`src/core/fskm_pkg.sv`:
```
// Constants and types for the FSK modem mode and retiming core
package fskm_pkg;
    // System clock and bit rate
    localparam int unsigned CLK_HZ      = 25_000_000;
    localparam int unsigned BIT_HZ      = 1200;
    localparam int unsigned BIT_CYC     = CLK_HZ / BIT_HZ;
    // Energy detect time hysteresis, microseconds
    localparam int unsigned EDET_ON_US  = 10_000;
    localparam int unsigned EDET_OFF_US = 10_000;
    localparam int unsigned CYC_PER_US  = CLK_HZ / 1_000_000;
    localparam int unsigned EDET_ON_CYC  = EDET_ON_US * CYC_PER_US;
    localparam int unsigned EDET_OFF_CYC = EDET_OFF_US * CYC_PER_US;
    localparam int unsigned CNT_W       = 20;
    // Character framing
    localparam int unsigned RX_BITS     = 9;
    localparam logic [3:0]  RX_LAST_BIT = 4'h8;
    localparam logic [3:0]  STB_LAST    = 4'h8;
    // Mode pin decode {b1,b0}
    localparam logic [1:0] MODE_RX_TX75  = 2'h0;
    localparam logic [1:0] MODE_TX_1200  = 2'h1;
    localparam logic [1:0] MODE_RX_ONLY  = 2'h2;
    localparam logic [1:0] MODE_SLEEP    = 2'h3;
    // Synchronised pin vector positions
    localparam int unsigned PIN_W     = 6;
    localparam int unsigned PIN_M0    = 0;
    localparam int unsigned PIN_M1    = 1;
    localparam int unsigned PIN_STB   = 2;
    localparam int unsigned PIN_TXD   = 3;
    localparam int unsigned PIN_DEMOD = 4;
    localparam int unsigned PIN_LVL   = 5;
    localparam logic [5:0]  PIN_RST   = 6'h07;
    // Register port
    localparam int unsigned ADDR_W     = 4;
    localparam logic [3:0]  REG_CTRL   = 4'h0;
    localparam logic [3:0]  REG_STATUS = 4'h4;
    localparam int unsigned CTRL_EQ    = 0;
    localparam int unsigned CTRL_RTM   = 1;
    localparam logic [1:0]  CTRL_RST   = 2'h2;
    localparam int unsigned ST_MODE    = 0;
    localparam int unsigned ST_SLEEP   = 2;
    localparam int unsigned ST_FLAG    = 3;
    localparam int unsigned ST_RDY     = 4;
    localparam int unsigned ST_RXPRES  = 5;
    localparam int unsigned ST_TXHOLD  = 6;
    // Tone selection for the modulator
    typedef enum logic [2:0] {
        TONE_MID  = 3'h0,
        TONE_450  = 3'h1,
        TONE_390  = 3'h2,
        TONE_2100 = 3'h3,
        TONE_1300 = 3'h4
    } fskm_tone_t;
    // Receive character search, Gray except the step from data back to hunt
    typedef enum logic [1:0] {
        RX_HUNT  = 2'h0,
        RX_START = 2'h1,
        RX_DATA  = 2'h3
    } fskm_rx_st_t;
endpackage : fskm_pkg

```
`src/core/fskm_core.sv`:
```
// Mode decode, energy flag, tone select and data retiming of the FSK modem
`timescale 1ns/100ps
// What this block does
// - Mode pins select receive and transmit; retiming also needs CTRL_RTM set; 11 is sleep.
// - Sleep stops the oscillator enable and idles all paths but the register port.
// - Energy flag rises only after level stays high long enough; hysteresis.
// - Without receive retiming, receive output carries raw demodulator data.
// - Receiver off or sleeping forces energy flag and receive data low.
// - Tone chosen from transmit bit and mode; mode 10 is mid-rail.
// - Retimed character: start bit, then first nine bits captured.
// - First register stores nine bits after a falling demodulator edge.
// - On ninth bit copy to second register, restart search, sample strobe.
// - Strobe low then: assert ready, present first captured bit.
// - Nine strobe pulses; eight falls shift bits; ninth reconnects demodulator.
// - Receive ready released at first strobe high after assertion.
// - Strobe held high: pass data straight, never assert ready.
// - Transmit retimer: two one-bit registers, second on 1200 Hz tick.
// - At tick: strobe high passes input; low holds register, asserts ready.
// - Strobe high releases ready; strobe rise latches input into first register.
// - The 75 bit/s transmit path always follows the input directly.
module fskm_core #(
    parameter int unsigned BIT_CYC      = fskm_pkg::BIT_CYC,
    parameter int unsigned EDET_ON_CYC  = fskm_pkg::EDET_ON_CYC,
    parameter int unsigned EDET_OFF_CYC = fskm_pkg::EDET_OFF_CYC
) (
    // Clock and reset
    input  wire logic                        i_clk_sys,
    input  wire logic                        i_arst_n,
    // Host pins
    input  wire logic                        i_mode_select_b0,
    input  wire logic                        i_mode_select_b1,
    input  wire logic                        i_strobe,
    input  wire logic                        i_tx_data,
    // Analog front end
    input  wire logic                        i_demod_data,
    input  wire logic                        i_level_above,
    // Outputs to host
    output logic                             o_rx_data,
    output logic                             o_carrier_energy_flag,
    output logic                             o_transfer_ready_n_o,
    output logic                             o_transfer_ready_n_oe,
    // Modulator, power and equaliser control
    output fskm_pkg::fskm_tone_t             o_tone_output,
    output logic                             o_sleep_state,
    output logic                             o_osc_enable,
    output logic                             o_rx_equaliser_select,
    // Register port
    input  wire logic [fskm_pkg::ADDR_W-1:0] i_reg_addr,
    input  wire logic [31:0]                 i_reg_wdata,
    input  wire logic                        i_reg_wr,
    input  wire logic                        i_reg_rd,
    output logic [31:0]                      o_reg_rdata
);

    if (BIT_CYC < 4 || BIT_CYC >= (1 << fskm_pkg::CNT_W)) begin : g_bad_bit
        $error("BIT_CYC out of range");
    end
    if (EDET_ON_CYC < 1 || EDET_ON_CYC >= (1 << fskm_pkg::CNT_W) ||
        EDET_OFF_CYC < 1 || EDET_OFF_CYC >= (1 << fskm_pkg::CNT_W)) begin : g_bad_edet
        $error("Energy detect counts out of range");
    end

    localparam logic [fskm_pkg::CNT_W-1:0] BIT_LD  = fskm_pkg::CNT_W'(BIT_CYC - 1);
    localparam logic [fskm_pkg::CNT_W-1:0] HALF_LD = fskm_pkg::CNT_W'(BIT_CYC / 2 - 1);
    localparam logic [fskm_pkg::CNT_W-1:0] ON_LD   = fskm_pkg::CNT_W'(EDET_ON_CYC - 1);
    localparam logic [fskm_pkg::CNT_W-1:0] OFF_LD  = fskm_pkg::CNT_W'(EDET_OFF_CYC - 1);

    function automatic logic cnt_zero(input logic [fskm_pkg::CNT_W-1:0] c);
        return c == '0;
    endfunction : cnt_zero

    // Pin synchronisers; a change counts when stages two and three agree
    logic [fskm_pkg::PIN_W-1:0] pin_s1_ff;
    logic [fskm_pkg::PIN_W-1:0] pin_s2_ff;
    logic [fskm_pkg::PIN_W-1:0] pin_s3_ff;
    logic [fskm_pkg::PIN_W-1:0] pin_ff;
    logic                       stb_prev_ff;
    logic                       demod_prev_ff;

    always_ff @(posedge i_clk_sys or negedge i_arst_n) begin
        if (!i_arst_n) begin
            pin_s1_ff     <= fskm_pkg::PIN_RST;
            pin_s2_ff     <= fskm_pkg::PIN_RST;
            pin_s3_ff     <= fskm_pkg::PIN_RST;
            pin_ff        <= fskm_pkg::PIN_RST;
            stb_prev_ff   <= 1'b1;
            demod_prev_ff <= 1'b0;
        end else begin
            pin_s1_ff     <= {i_level_above, i_demod_data, i_tx_data, i_strobe,
                              i_mode_select_b1, i_mode_select_b0};
            pin_s2_ff     <= pin_s1_ff;
            pin_s3_ff     <= pin_s2_ff;
            pin_ff        <= (pin_s2_ff & pin_s3_ff) | (pin_ff & (pin_s2_ff ^ pin_s3_ff));
            stb_prev_ff   <= pin_ff[fskm_pkg::PIN_STB];
            demod_prev_ff <= pin_ff[fskm_pkg::PIN_DEMOD];
        end
    end

    logic [1:0] mode;
    logic       stb;
    logic       txd;
    logic       demod;
    logic       stb_rise;
    logic       stb_fall;
    logic       sleep;
    logic       rx_on;
    logic       rx_retime;
    logic       tx_retime;
    logic [1:0] ctrl_ff;

    assign mode      = {pin_ff[fskm_pkg::PIN_M1], pin_ff[fskm_pkg::PIN_M0]};
    assign stb       = pin_ff[fskm_pkg::PIN_STB];
    assign txd       = pin_ff[fskm_pkg::PIN_TXD];
    assign demod     = pin_ff[fskm_pkg::PIN_DEMOD];
    assign stb_rise  = stb & ~stb_prev_ff;
    assign stb_fall  = ~stb & stb_prev_ff;
    assign sleep     = mode == fskm_pkg::MODE_SLEEP;
    assign rx_on     = mode == fskm_pkg::MODE_RX_TX75 || mode == fskm_pkg::MODE_RX_ONLY;
    assign rx_retime = rx_on & ctrl_ff[fskm_pkg::CTRL_RTM];
    assign tx_retime = (mode == fskm_pkg::MODE_TX_1200) & ctrl_ff[fskm_pkg::CTRL_RTM];

    // Energy flag with time hysteresis; amplitude hysteresis is in the comparator
    logic                       edet_ff;
    logic [fskm_pkg::CNT_W-1:0] edet_cnt_ff;

    always_ff @(posedge i_clk_sys or negedge i_arst_n) begin
        if (!i_arst_n) begin
            edet_ff     <= 1'b0;
            edet_cnt_ff <= '0;
        end else if (!rx_on) begin
            edet_ff     <= 1'b0;
            edet_cnt_ff <= ON_LD;
        end else if (pin_ff[fskm_pkg::PIN_LVL] == edet_ff) begin
            edet_cnt_ff <= edet_ff ? OFF_LD : ON_LD;
        end else if (cnt_zero(edet_cnt_ff)) begin
            edet_ff     <= ~edet_ff;
            edet_cnt_ff <= edet_ff ? ON_LD : OFF_LD;
        end else begin
            edet_cnt_ff <= edet_cnt_ff - 1'b1;
        end
    end

    // Receive character search and first register
    fskm_pkg::fskm_rx_st_t       rx_st_ff;
    logic [fskm_pkg::CNT_W-1:0]  rx_cnt_ff;
    logic [3:0]                  rx_bitn_ff;
    logic [fskm_pkg::RX_BITS-1:0] rx_sh1_ff;
    logic                        rx_done;

    assign rx_done = rx_st_ff == fskm_pkg::RX_DATA && cnt_zero(rx_cnt_ff) &&
                     rx_bitn_ff == fskm_pkg::RX_LAST_BIT;

    always_ff @(posedge i_clk_sys or negedge i_arst_n) begin
        if (!i_arst_n) begin
            rx_st_ff   <= fskm_pkg::RX_HUNT;
            rx_cnt_ff  <= '0;
            rx_bitn_ff <= 4'h0;
            rx_sh1_ff  <= '0;
        end else if (!rx_retime) begin
            rx_st_ff   <= fskm_pkg::RX_HUNT;
            rx_cnt_ff  <= '0;
            rx_bitn_ff <= 4'h0;
        end else begin
            case (rx_st_ff)
                fskm_pkg::RX_HUNT: begin
                    if (demod_prev_ff && !demod) begin
                        rx_st_ff  <= fskm_pkg::RX_START;
                        rx_cnt_ff <= HALF_LD;
                    end
                end
                fskm_pkg::RX_START: begin
                    if (!cnt_zero(rx_cnt_ff)) begin
                        rx_cnt_ff <= rx_cnt_ff - 1'b1;
                    end else if (demod) begin
                        rx_st_ff <= fskm_pkg::RX_HUNT;
                    end else begin
                        rx_st_ff   <= fskm_pkg::RX_DATA;
                        rx_cnt_ff  <= BIT_LD;
                        rx_bitn_ff <= 4'h0;
                    end
                end
                fskm_pkg::RX_DATA: begin
                    if (!cnt_zero(rx_cnt_ff)) begin
                        rx_cnt_ff <= rx_cnt_ff - 1'b1;
                    end else begin
                        rx_sh1_ff  <= {demod, rx_sh1_ff[fskm_pkg::RX_BITS-1:1]};
                        rx_bitn_ff <= rx_bitn_ff + 4'h1;
                        rx_cnt_ff  <= BIT_LD;
                        if (rx_done) begin
                            rx_st_ff <= fskm_pkg::RX_HUNT;
                        end
                    end
                end
                default: rx_st_ff <= fskm_pkg::RX_HUNT;
            endcase
        end
    end

    // Second register and strobe driven presentation
    logic [fskm_pkg::RX_BITS-1:0] rx_sh2_ff;
    logic                         rx_pres_ff;
    logic                         rx_rdy_ff;
    logic [3:0]                   rx_pulse_ff;

    always_ff @(posedge i_clk_sys or negedge i_arst_n) begin
        if (!i_arst_n) begin
            rx_sh2_ff   <= '0;
            rx_pres_ff  <= 1'b0;
            rx_rdy_ff   <= 1'b0;
            rx_pulse_ff <= 4'h0;
        end else if (!rx_retime) begin
            rx_pres_ff  <= 1'b0;
            rx_rdy_ff   <= 1'b0;
            rx_pulse_ff <= 4'h0;
        end else if (rx_done) begin
            // Character copied; a new one overrides a late transfer
            rx_sh2_ff <= {demod, rx_sh1_ff[fskm_pkg::RX_BITS-1:1]};
            if (!stb) begin
                rx_pres_ff  <= 1'b1;
                rx_rdy_ff   <= 1'b1;
                rx_pulse_ff <= 4'h0;
            end
        end else if (rx_pres_ff) begin
            if (stb_rise) begin
                rx_rdy_ff <= 1'b0;
            end
            if (stb_fall) begin
                rx_pulse_ff <= rx_pulse_ff + 4'h1;
                if (rx_pulse_ff == fskm_pkg::STB_LAST) begin
                    rx_pres_ff <= 1'b0;
                end else begin
                    rx_sh2_ff <= rx_sh2_ff >> 1;
                end
            end
        end
    end

    // Transmit retimer, two one-bit stages and a 1200 Hz tick
    logic [fskm_pkg::CNT_W-1:0] tx_cnt_ff;
    logic                       tx_tick;
    logic                       tx_r1_ff;
    logic                       tx_r2_ff;
    logic                       tx_hold_ff;
    logic                       tx_rdy_ff;

    assign tx_tick = tx_retime && cnt_zero(tx_cnt_ff);

    always_ff @(posedge i_clk_sys or negedge i_arst_n) begin
        if (!i_arst_n) begin
            tx_cnt_ff <= '0;
        end else if (!tx_retime || cnt_zero(tx_cnt_ff)) begin
            tx_cnt_ff <= BIT_LD;
        end else begin
            tx_cnt_ff <= tx_cnt_ff - 1'b1;
        end
    end

    always_ff @(posedge i_clk_sys or negedge i_arst_n) begin
        if (!i_arst_n) begin
            tx_r1_ff   <= 1'b1;
            tx_r2_ff   <= 1'b1;
            tx_hold_ff <= 1'b0;
            tx_rdy_ff  <= 1'b0;
        end else if (!tx_retime) begin
            tx_hold_ff <= 1'b0;
            tx_rdy_ff  <= 1'b0;
        end else begin
            if (stb_rise) begin
                tx_r1_ff <= txd;
            end
            if (tx_tick) begin
                tx_r2_ff   <= tx_r1_ff;
                tx_hold_ff <= ~stb;
            end
            if (tx_tick && !stb) begin
                tx_rdy_ff <= 1'b1;
            end else if (stb) begin
                tx_rdy_ff <= 1'b0;
            end
        end
    end

    // Registered pin outputs
    logic tx_bit;
    assign tx_bit = tx_hold_ff ? tx_r2_ff : txd;

    always_ff @(posedge i_clk_sys or negedge i_arst_n) begin
        if (!i_arst_n) begin
            o_tone_output <= fskm_pkg::TONE_MID;
        end else begin
            case (mode)
                fskm_pkg::MODE_RX_TX75:
                    o_tone_output <= txd ? fskm_pkg::TONE_390 : fskm_pkg::TONE_450;
                fskm_pkg::MODE_TX_1200:
                    o_tone_output <= tx_bit ? fskm_pkg::TONE_1300 : fskm_pkg::TONE_2100;
                default: o_tone_output <= fskm_pkg::TONE_MID;
            endcase
        end
    end

    always_ff @(posedge i_clk_sys or negedge i_arst_n) begin
        if (!i_arst_n) begin
            o_rx_data             <= 1'b0;
            o_carrier_energy_flag <= 1'b0;
            o_transfer_ready_n_oe <= 1'b0;
            o_sleep_state         <= 1'b1;
            o_osc_enable          <= 1'b0;
        end else begin
            o_rx_data             <= rx_on & (rx_pres_ff ? rx_sh2_ff[0] : demod);
            o_carrier_energy_flag <= rx_on & edet_ff;
            o_transfer_ready_n_oe <= rx_rdy_ff | tx_rdy_ff;
            o_sleep_state         <= sleep;
            o_osc_enable          <= ~sleep;
        end
    end

    // Open drain: only ever pulls low
    assign o_transfer_ready_n_o  = 1'b0;
    assign o_rx_equaliser_select = ctrl_ff[fskm_pkg::CTRL_EQ];

    // Register port
    always_ff @(posedge i_clk_sys or negedge i_arst_n) begin
        if (!i_arst_n) begin
            ctrl_ff <= fskm_pkg::CTRL_RST;
        end else if (i_reg_wr && i_reg_addr == fskm_pkg::REG_CTRL) begin
            ctrl_ff <= i_reg_wdata[1:0];
        end
    end

    always_ff @(posedge i_clk_sys or negedge i_arst_n) begin
        if (!i_arst_n) begin
            o_reg_rdata <= 32'h0;
        end else begin
            o_reg_rdata <= 32'h0;
            if (i_reg_rd && i_reg_addr == fskm_pkg::REG_CTRL) begin
                o_reg_rdata[1:0] <= ctrl_ff;
            end else if (i_reg_rd && i_reg_addr == fskm_pkg::REG_STATUS) begin
                o_reg_rdata[fskm_pkg::ST_MODE +: 2] <= mode;
                o_reg_rdata[fskm_pkg::ST_SLEEP]     <= sleep;
                o_reg_rdata[fskm_pkg::ST_FLAG]      <= edet_ff;
                o_reg_rdata[fskm_pkg::ST_RDY]       <= rx_rdy_ff | tx_rdy_ff;
                o_reg_rdata[fskm_pkg::ST_RXPRES]    <= rx_pres_ff;
                o_reg_rdata[fskm_pkg::ST_TXHOLD]    <= tx_hold_ff;
            end
        end
    end
endmodule : fskm_core

```
`config.mk`:
```
export PLATFORM = sky130hd
export DESIGN_NAME = fskm_core
export DESIGN_NICKNAME = d
export VERILOG_FILES = /design/src/core/fskm_pkg.sv /design/src/core/fskm_core.sv
export SDC_FILE = /design/constraint.sdc
export NUM_CORES = 1
export LEC_CHECK = 0
export ABC_AREA = 0
export ABC_CLOCK_PERIOD_IN_PS = 2800
export BUFFER_PORTS_ARGS = -buffer_cell sky130_fd_sc_hd__buf_2
export CORE_ASPECT_RATIO = 0.7
export CORE_MARGIN = 2
export CORE_UTILIZATION = 40
export CTS_CLUSTER_SIZE = 25
export DETAILED_ROUTE_END_ITERATION = 6
export HOLD_SLACK_MARGIN = 0.08
export PLACE_DENSITY = 0.64
export SYNTH_ARGS = -nofsm -noshare
export SYNTH_HDL_FRONTEND = slang
export SYNTH_SLANG_ARGS = --single-unit
```
`constraint.sdc`:
```
create_clock -name i_clk_sys -period 2.8 [get_ports i_clk_sys]
set_input_delay 0.42 -clock i_clk_sys [delete_from_list [all_inputs] [get_ports i_clk_sys]]
set_output_delay 0.42 -clock i_clk_sys [all_outputs]
set_load 0.05 [all_outputs]
```
# == Word-level counts from Yosys, hierarchy flattened ==
# Index checks and enable logic that the tools add are counted.
# W data, S select, Z words.
# word_totals
input_bits,46
wordCells,163
out_inout_bits,42
ff_bits,138
# classes
addsub,5
n_reduce_logical,31
mux,57
bitwise,15
n_eq_ne,26
# op_table
op,n
$mux W20,9
$logic_not A20 Y1,3
$pmux W20 S3,1
$sub A20 B1 Y20 const B,3
$mux W4,9
$mux W9,4
$mux W1,20
$mux W2,8
$ne A3 B3 Y1 const B,5
$and A6 B6 Y6,2
$ne A3 B2 Y1 const B,4
$reduce_and A3 Y1,4
$reduce_and A4 Y1,3
$add A4 B1 Y4 const B,2
$eq A4 B4 Y1 const B,2
$logic_and A1 B1 Y1,8
$pmux W4 S2,1
$mux W7,1
$and A1 B1 Y1,6
$eq A2 B2 Y1 const B,3
$ne A3 B1 Y1 const B,2
$or A6 B6 Y6,1
$pmux W2 S3,1
$pmux W3 S2,1
18 further kinds,31

# == Logic depth before layout (Yosys ltp) ==
# depth
word_depth,7
mapped_depth,9
ltp_nobuf,7

# == Least setup slack after synthesis ==
# Ideal clock, no wire load.
# synth_timing
kind,register to register
from,register tx_cnt_ff[12] (netlist bit)
to,register tx_r2_ff
t_arrival_ps,2443
path_slack_ps,272
path_stages_with_launch,7
path_buffers,1
required_time_ps,2715
setup_ps,85
synth_period_minus_slack_ps,2528
path_cell_list,dfrtp_1 > or4_4 > or4b_4 > or4b_4 > buf_6 > nor2_4 > mux2_1
# synth_between
elab_chain_len,3
# synth_rtl
item,line,source
"start, declared",fskm_core.sv:239,logic [fskm_pkg::CNT_W-1:0] tx_cnt_ff;
"start signal, assigned",fskm_core.sv:254,tx_cnt_ff <= tx_cnt_ff - 1'b1;
$logic_not A20 Y1,fskm_core.sv:69,return c == '0;
$logic_and A1 B1 Y1,fskm_core.sv:246,assign tx_tick = tx_retime && cnt_zero(tx_cnt_ff);
$reduce_and A2 Y1 (no source line),n/a,
"end signal, assigned",fskm_core.sv:272,tx_r2_ff <= tx_r1_ff;
"end, declared",fskm_core.sv:242,logic tx_r2_ff;
# No other way between the ends.
# A chain may end at the register's enable or synchronous reset.

# == Worst setup path after layout ==
# layout_timing
from,register rx_cnt_ff[0] (netlist bit)
to,register rx_sh2_ff[1] (netlist bit)
# layout_between
elab_chain_len,5
elab_cells_between_ends,8
classes_between,eq/ne (1); mux (1); reduce/logical (6)
# layout_rtl
item,line,source
"start, declared",fskm_core.sv:145,logic [fskm_pkg::CNT_W-1:0] rx_cnt_ff;
"start signal, assigned",fskm_core.sv:173,rx_cnt_ff <= rx_cnt_ff - 1'b1;
"start signal, assigned",fskm_core.sv:184,rx_cnt_ff <= rx_cnt_ff - 1'b1;
$logic_not A20 Y1 (*),fskm_core.sv:69,
$logic_and A1 B1 Y1 (*) (2 in series),fskm_core.sv:150,assign rx_done = rx_st_ff == fskm_pkg::RX_DATA && cnt_zero(rx_cnt_ff) &&
$ne A2 B2 Y1 (no source line) / $reduce_bool A2 Y1 (equally long branches),n/a,
$reduce_and A4 Y1 (no source line),n/a,
"end signal, assigned",fskm_core.sv:217,"rx_sh2_ff <= {demod, rx_sh1_ff[fskm_pkg::RX_BITS-1:1]};"
"end signal, assigned",fskm_core.sv:232,rx_sh2_ff <= rx_sh2_ff >> 1;
"end, declared",fskm_core.sv:200,logic [fskm_pkg::RX_BITS-1:0] rx_sh2_ff;
# Mark *: on every way between the ends. The rest lies on a longest branch, timed or not.

==> out/metrics.cfg <==
[synth]
syn_area_per_cell_um2 = 10.7
ys_ff_latch = 137
synth_area_um2 = 6460
yosysWarnings = 0
synth_top_family_by_area = simple AND/OR/NAND/NOR gates
ys_types = 64
syn_inst = 601
synth_adder_area_share = 0.0291
synth_mux_area_frac = 0.0318
synthArstFlopShare = 1.00
synth_edf_count = 0
synth-seq-area-share = 0.534
yosys.area_share.simple = 0.206
ys.flop_type = dfrtp_1
synth_compound_area_frac = 0.0959
synth_xor_area_frac = 0.0488

[timing]
finalCriticalPeriod_ns = 2.63
fmax_ghz = 0.381
post-route-period-util = 0.938
hold_viol = 0
slew_violations = 0
fin_worst_skew_ns = 0.0114
max-slew-margin-rel = 0.280
finalSetupTns_ns = 0
rsz0062_at_grt = no
setup_viol = 0
worst_pin_slew_ns = 1.07
whs_ns = 0.101

[pwr]
p_int_uw = 3850
clock_power_share = 0.383
ir_worst_vdd_v = 0.000439
seq_power_share = 0.384
switchingPower_uw = 1930
p_leak_uw = 0.00334
p_per_area_nw_per_um2 = 774
swShare = 0.334
power_frac_comb = 0.233

[clocking]
htree_levels = 4
cts_buffers = 17
clock_latency_ns = 0.42
clk_path_buf_depth = 2
root_buffer = clkbuf_16
cts_setup_buffers = 0
path_clk_slew_ns = 0.06
cts_tree = built
cts.sinks = 137

[hold_path]
min_path_type = primary input to flop
holdPathEnd = pin_s1_ff[2]
min_from = i_strobe
min_path_cells = 1

[grt]
grt_overflow_total = 0
grt_usage = 0.160
grt_pass1_wl_um = 21700
grt_pass1_vias = 4436
antenna_found_initial = 0
grt_start_max_net_pins = 59

[die]
row_count = 38
boundaryPins = 88
die_h_um = 110
core_um2 = 15600
initial_core_util = 0.413
die_x_um = 156
dieArea_um2 = 17200

[route]
routed_wl_um = 12800
firstDrtPassIters = 5
viasPerCell = 5.24
drc = 0
num_vias = 4547
drt_iter0_markers = 323
wl_per_cell_um = 14.8
ant_nets = 0

[worst_setup_path]
r2r_start = rx_cnt_ff[0]
path_delay_family = simple AND/OR/NAND/NOR gates
path_buf_inv = 1
rr_worst_depth = 7
arrival_ns = 2.98
endpoint_kind = flop
path_cells = inv_1 > ha_1 > or4b_2 > nor3_4 > a41oi_1 > nand2b_1 > o221a_2
cp-start-kind = flop
worstPathMaxFanout = 8
max_stage_delay_ns = 0.75
ff2ff_setup_slack_ns = 0.17
cpMaxStageDelayCell = or4b_2
r2r_end = rx_sh2_ff[1]
required_ns = 3.15
path_class = flop to flop

[finish]
nets = 715
final_common_cell = dfrtp_1
area_delta_synth_final_pct = 15.7
num_antenna_cells = 0
drive_gt1_frac = 0.205
utilization = 0.478
layout_common_cells = dfrtp_1 (120), nor2_1 (61), nand2_1 (40)

[run_status]
status = finished, final reports clean

[run]
maxCapViolations = 0

[placed_design]
gp_congestion = 0.861
numPortBuffers = 31
hpwlAfterDp_um = 8860

[per-stage QoR]
step | worst slack [ns] | std cells | cell area (µm²) | total power [µW]
after global routing | 0.0256 | 867 | 7470 | 6090
after detailed placement | 0.114 | 832 | 6840 | 3560
after global placement | 0.160 | 832 | 6840 | 3520
final | 0.174 | 867 | 7470 | 5780
after CTS | 0.0959 | 865 | 7450 | 5810
after floorplan | 0.272 | 626 | 6550 | 3190
[synth_stat cells, types with 3 or more instances]
cell / number / area [µm²]
and2_1: 8 / 50.1
and3_1: 5 / 31.3
o21a_1: 3 / 22.5
nand2_1: 40 / 150
a32o_1: 3 / 30.0
nor3_1: 17 / 85.1
or3_1: 10 / 62.6
a31oi_1: 4 / 25.0
nand3_1: 17 / 85.1
xor2_1: 11 / 96.3
dfstp_2: 17 / 447
a21oi_1: 16 / 80.1
nand2b_1: 13 / 81.3
a21o_1: 8 / 60.1
clkbuf_1: 14 / 52.6
or3b_2: 3 / 26.3
nor2_1: 61 / 229
o41ai_1: 3 / 26.3
ha_1: 15 / 188
inv_1: 16 / 60.1
o21ai_0: 29 / 145
mux2_2: 11 / 124
dfrtp_1: 120 / 3000
o221a_2: 8 / 90.1
nor2b_1: 8 / 50.1
buf_2: 3 / 15.0
or4_1: 10 / 75.1
nand3b_1: 8 / 60.1
nand4_1: 6 / 37.5
mux2i_1: 7 / 70.1
nor4_1: 13 / 81.3
xnor2_1: 25 / 219
buf_4: 26 / 195
[state kept, by name, indices dropped and copies added (netlist names), 6 cells and up]
signal,cells
edet_cnt_ff,20
rx_sh2_ff,9
pin_s3_ff,6
pin_ff,6
tx_cnt_ff,20
rx_sh1_ff,8
pin_s1_ff,6
pin_s2_ff,6
rx_cnt_ff,20
o_reg_rdata,7
[power by group through the flow]
stage	combinational, µW	sequential [µW]	clock [µW]
after detailed placement	1310	2250	0
after CTS	1320	2220	2270
after global routing	1480	2240	2380
after global placement	1280	2240	0
after floorplan	921	2270	0
final	1350	2220	2220
[cell families after synthesis]
kind of cell / count (synthesis)
XOR/XNOR: 36
buffers and inverters: 62
AO/OA/AOI/OAI: 91
other: 1
flip-flops: 137
AND/OR/NAND/NOR: 240
adder cells (fa/ha/maj): 15
multiplexers: 19
[what timing repair did]
action                                  4_1_cts  5_1_grt
hold buffers                                  1        2
hold endpoints to repair                     36        2
endpoints found under the setup margin        0        2
gates resized for setup                       0        1
[worst max path at each step]
stage	start	to	slack [ns]	cells after the start
floorplan	tx_cnt_ff[12]	tx_r2_ff	0.27	6
finish	rx_cnt_ff[0]	rx_sh2_ff[1]	0.17	7
detailed placement	rx_cnt_ff[0]	rx_bitn_ff[3]	0.11	7
global route	rx_cnt_ff[0]	rx_sh2_ff[5]	0.03	7
CTS	rx_cnt_ff[0]	rx_bitn_ff[3]	0.1	7
global placement	rx_cnt_ff[0]	rx_bitn_ff[3]	0.16	7
[metal layers]
layer	wire length [µm]	vias up	global-route usage
met3	728	12	0.0414
met1	6440	2233	0.226
met4	86	0	0.0570
met2	5570	123	0.238
met5	0	-	0
li1	-	2179	-
[final cells by class]
cell class,count,area (µm²)
Sequential cell,137,3450
Fill cell,1392,8170
Clock inverter,14,153
Clock buffer,18,439
Tap cell,200,250
Inverter,16,60.1
Multi-Input combinational cell,427,2760
Timing Repair Buffer,55,362
(Power assumes the default switching activity.)
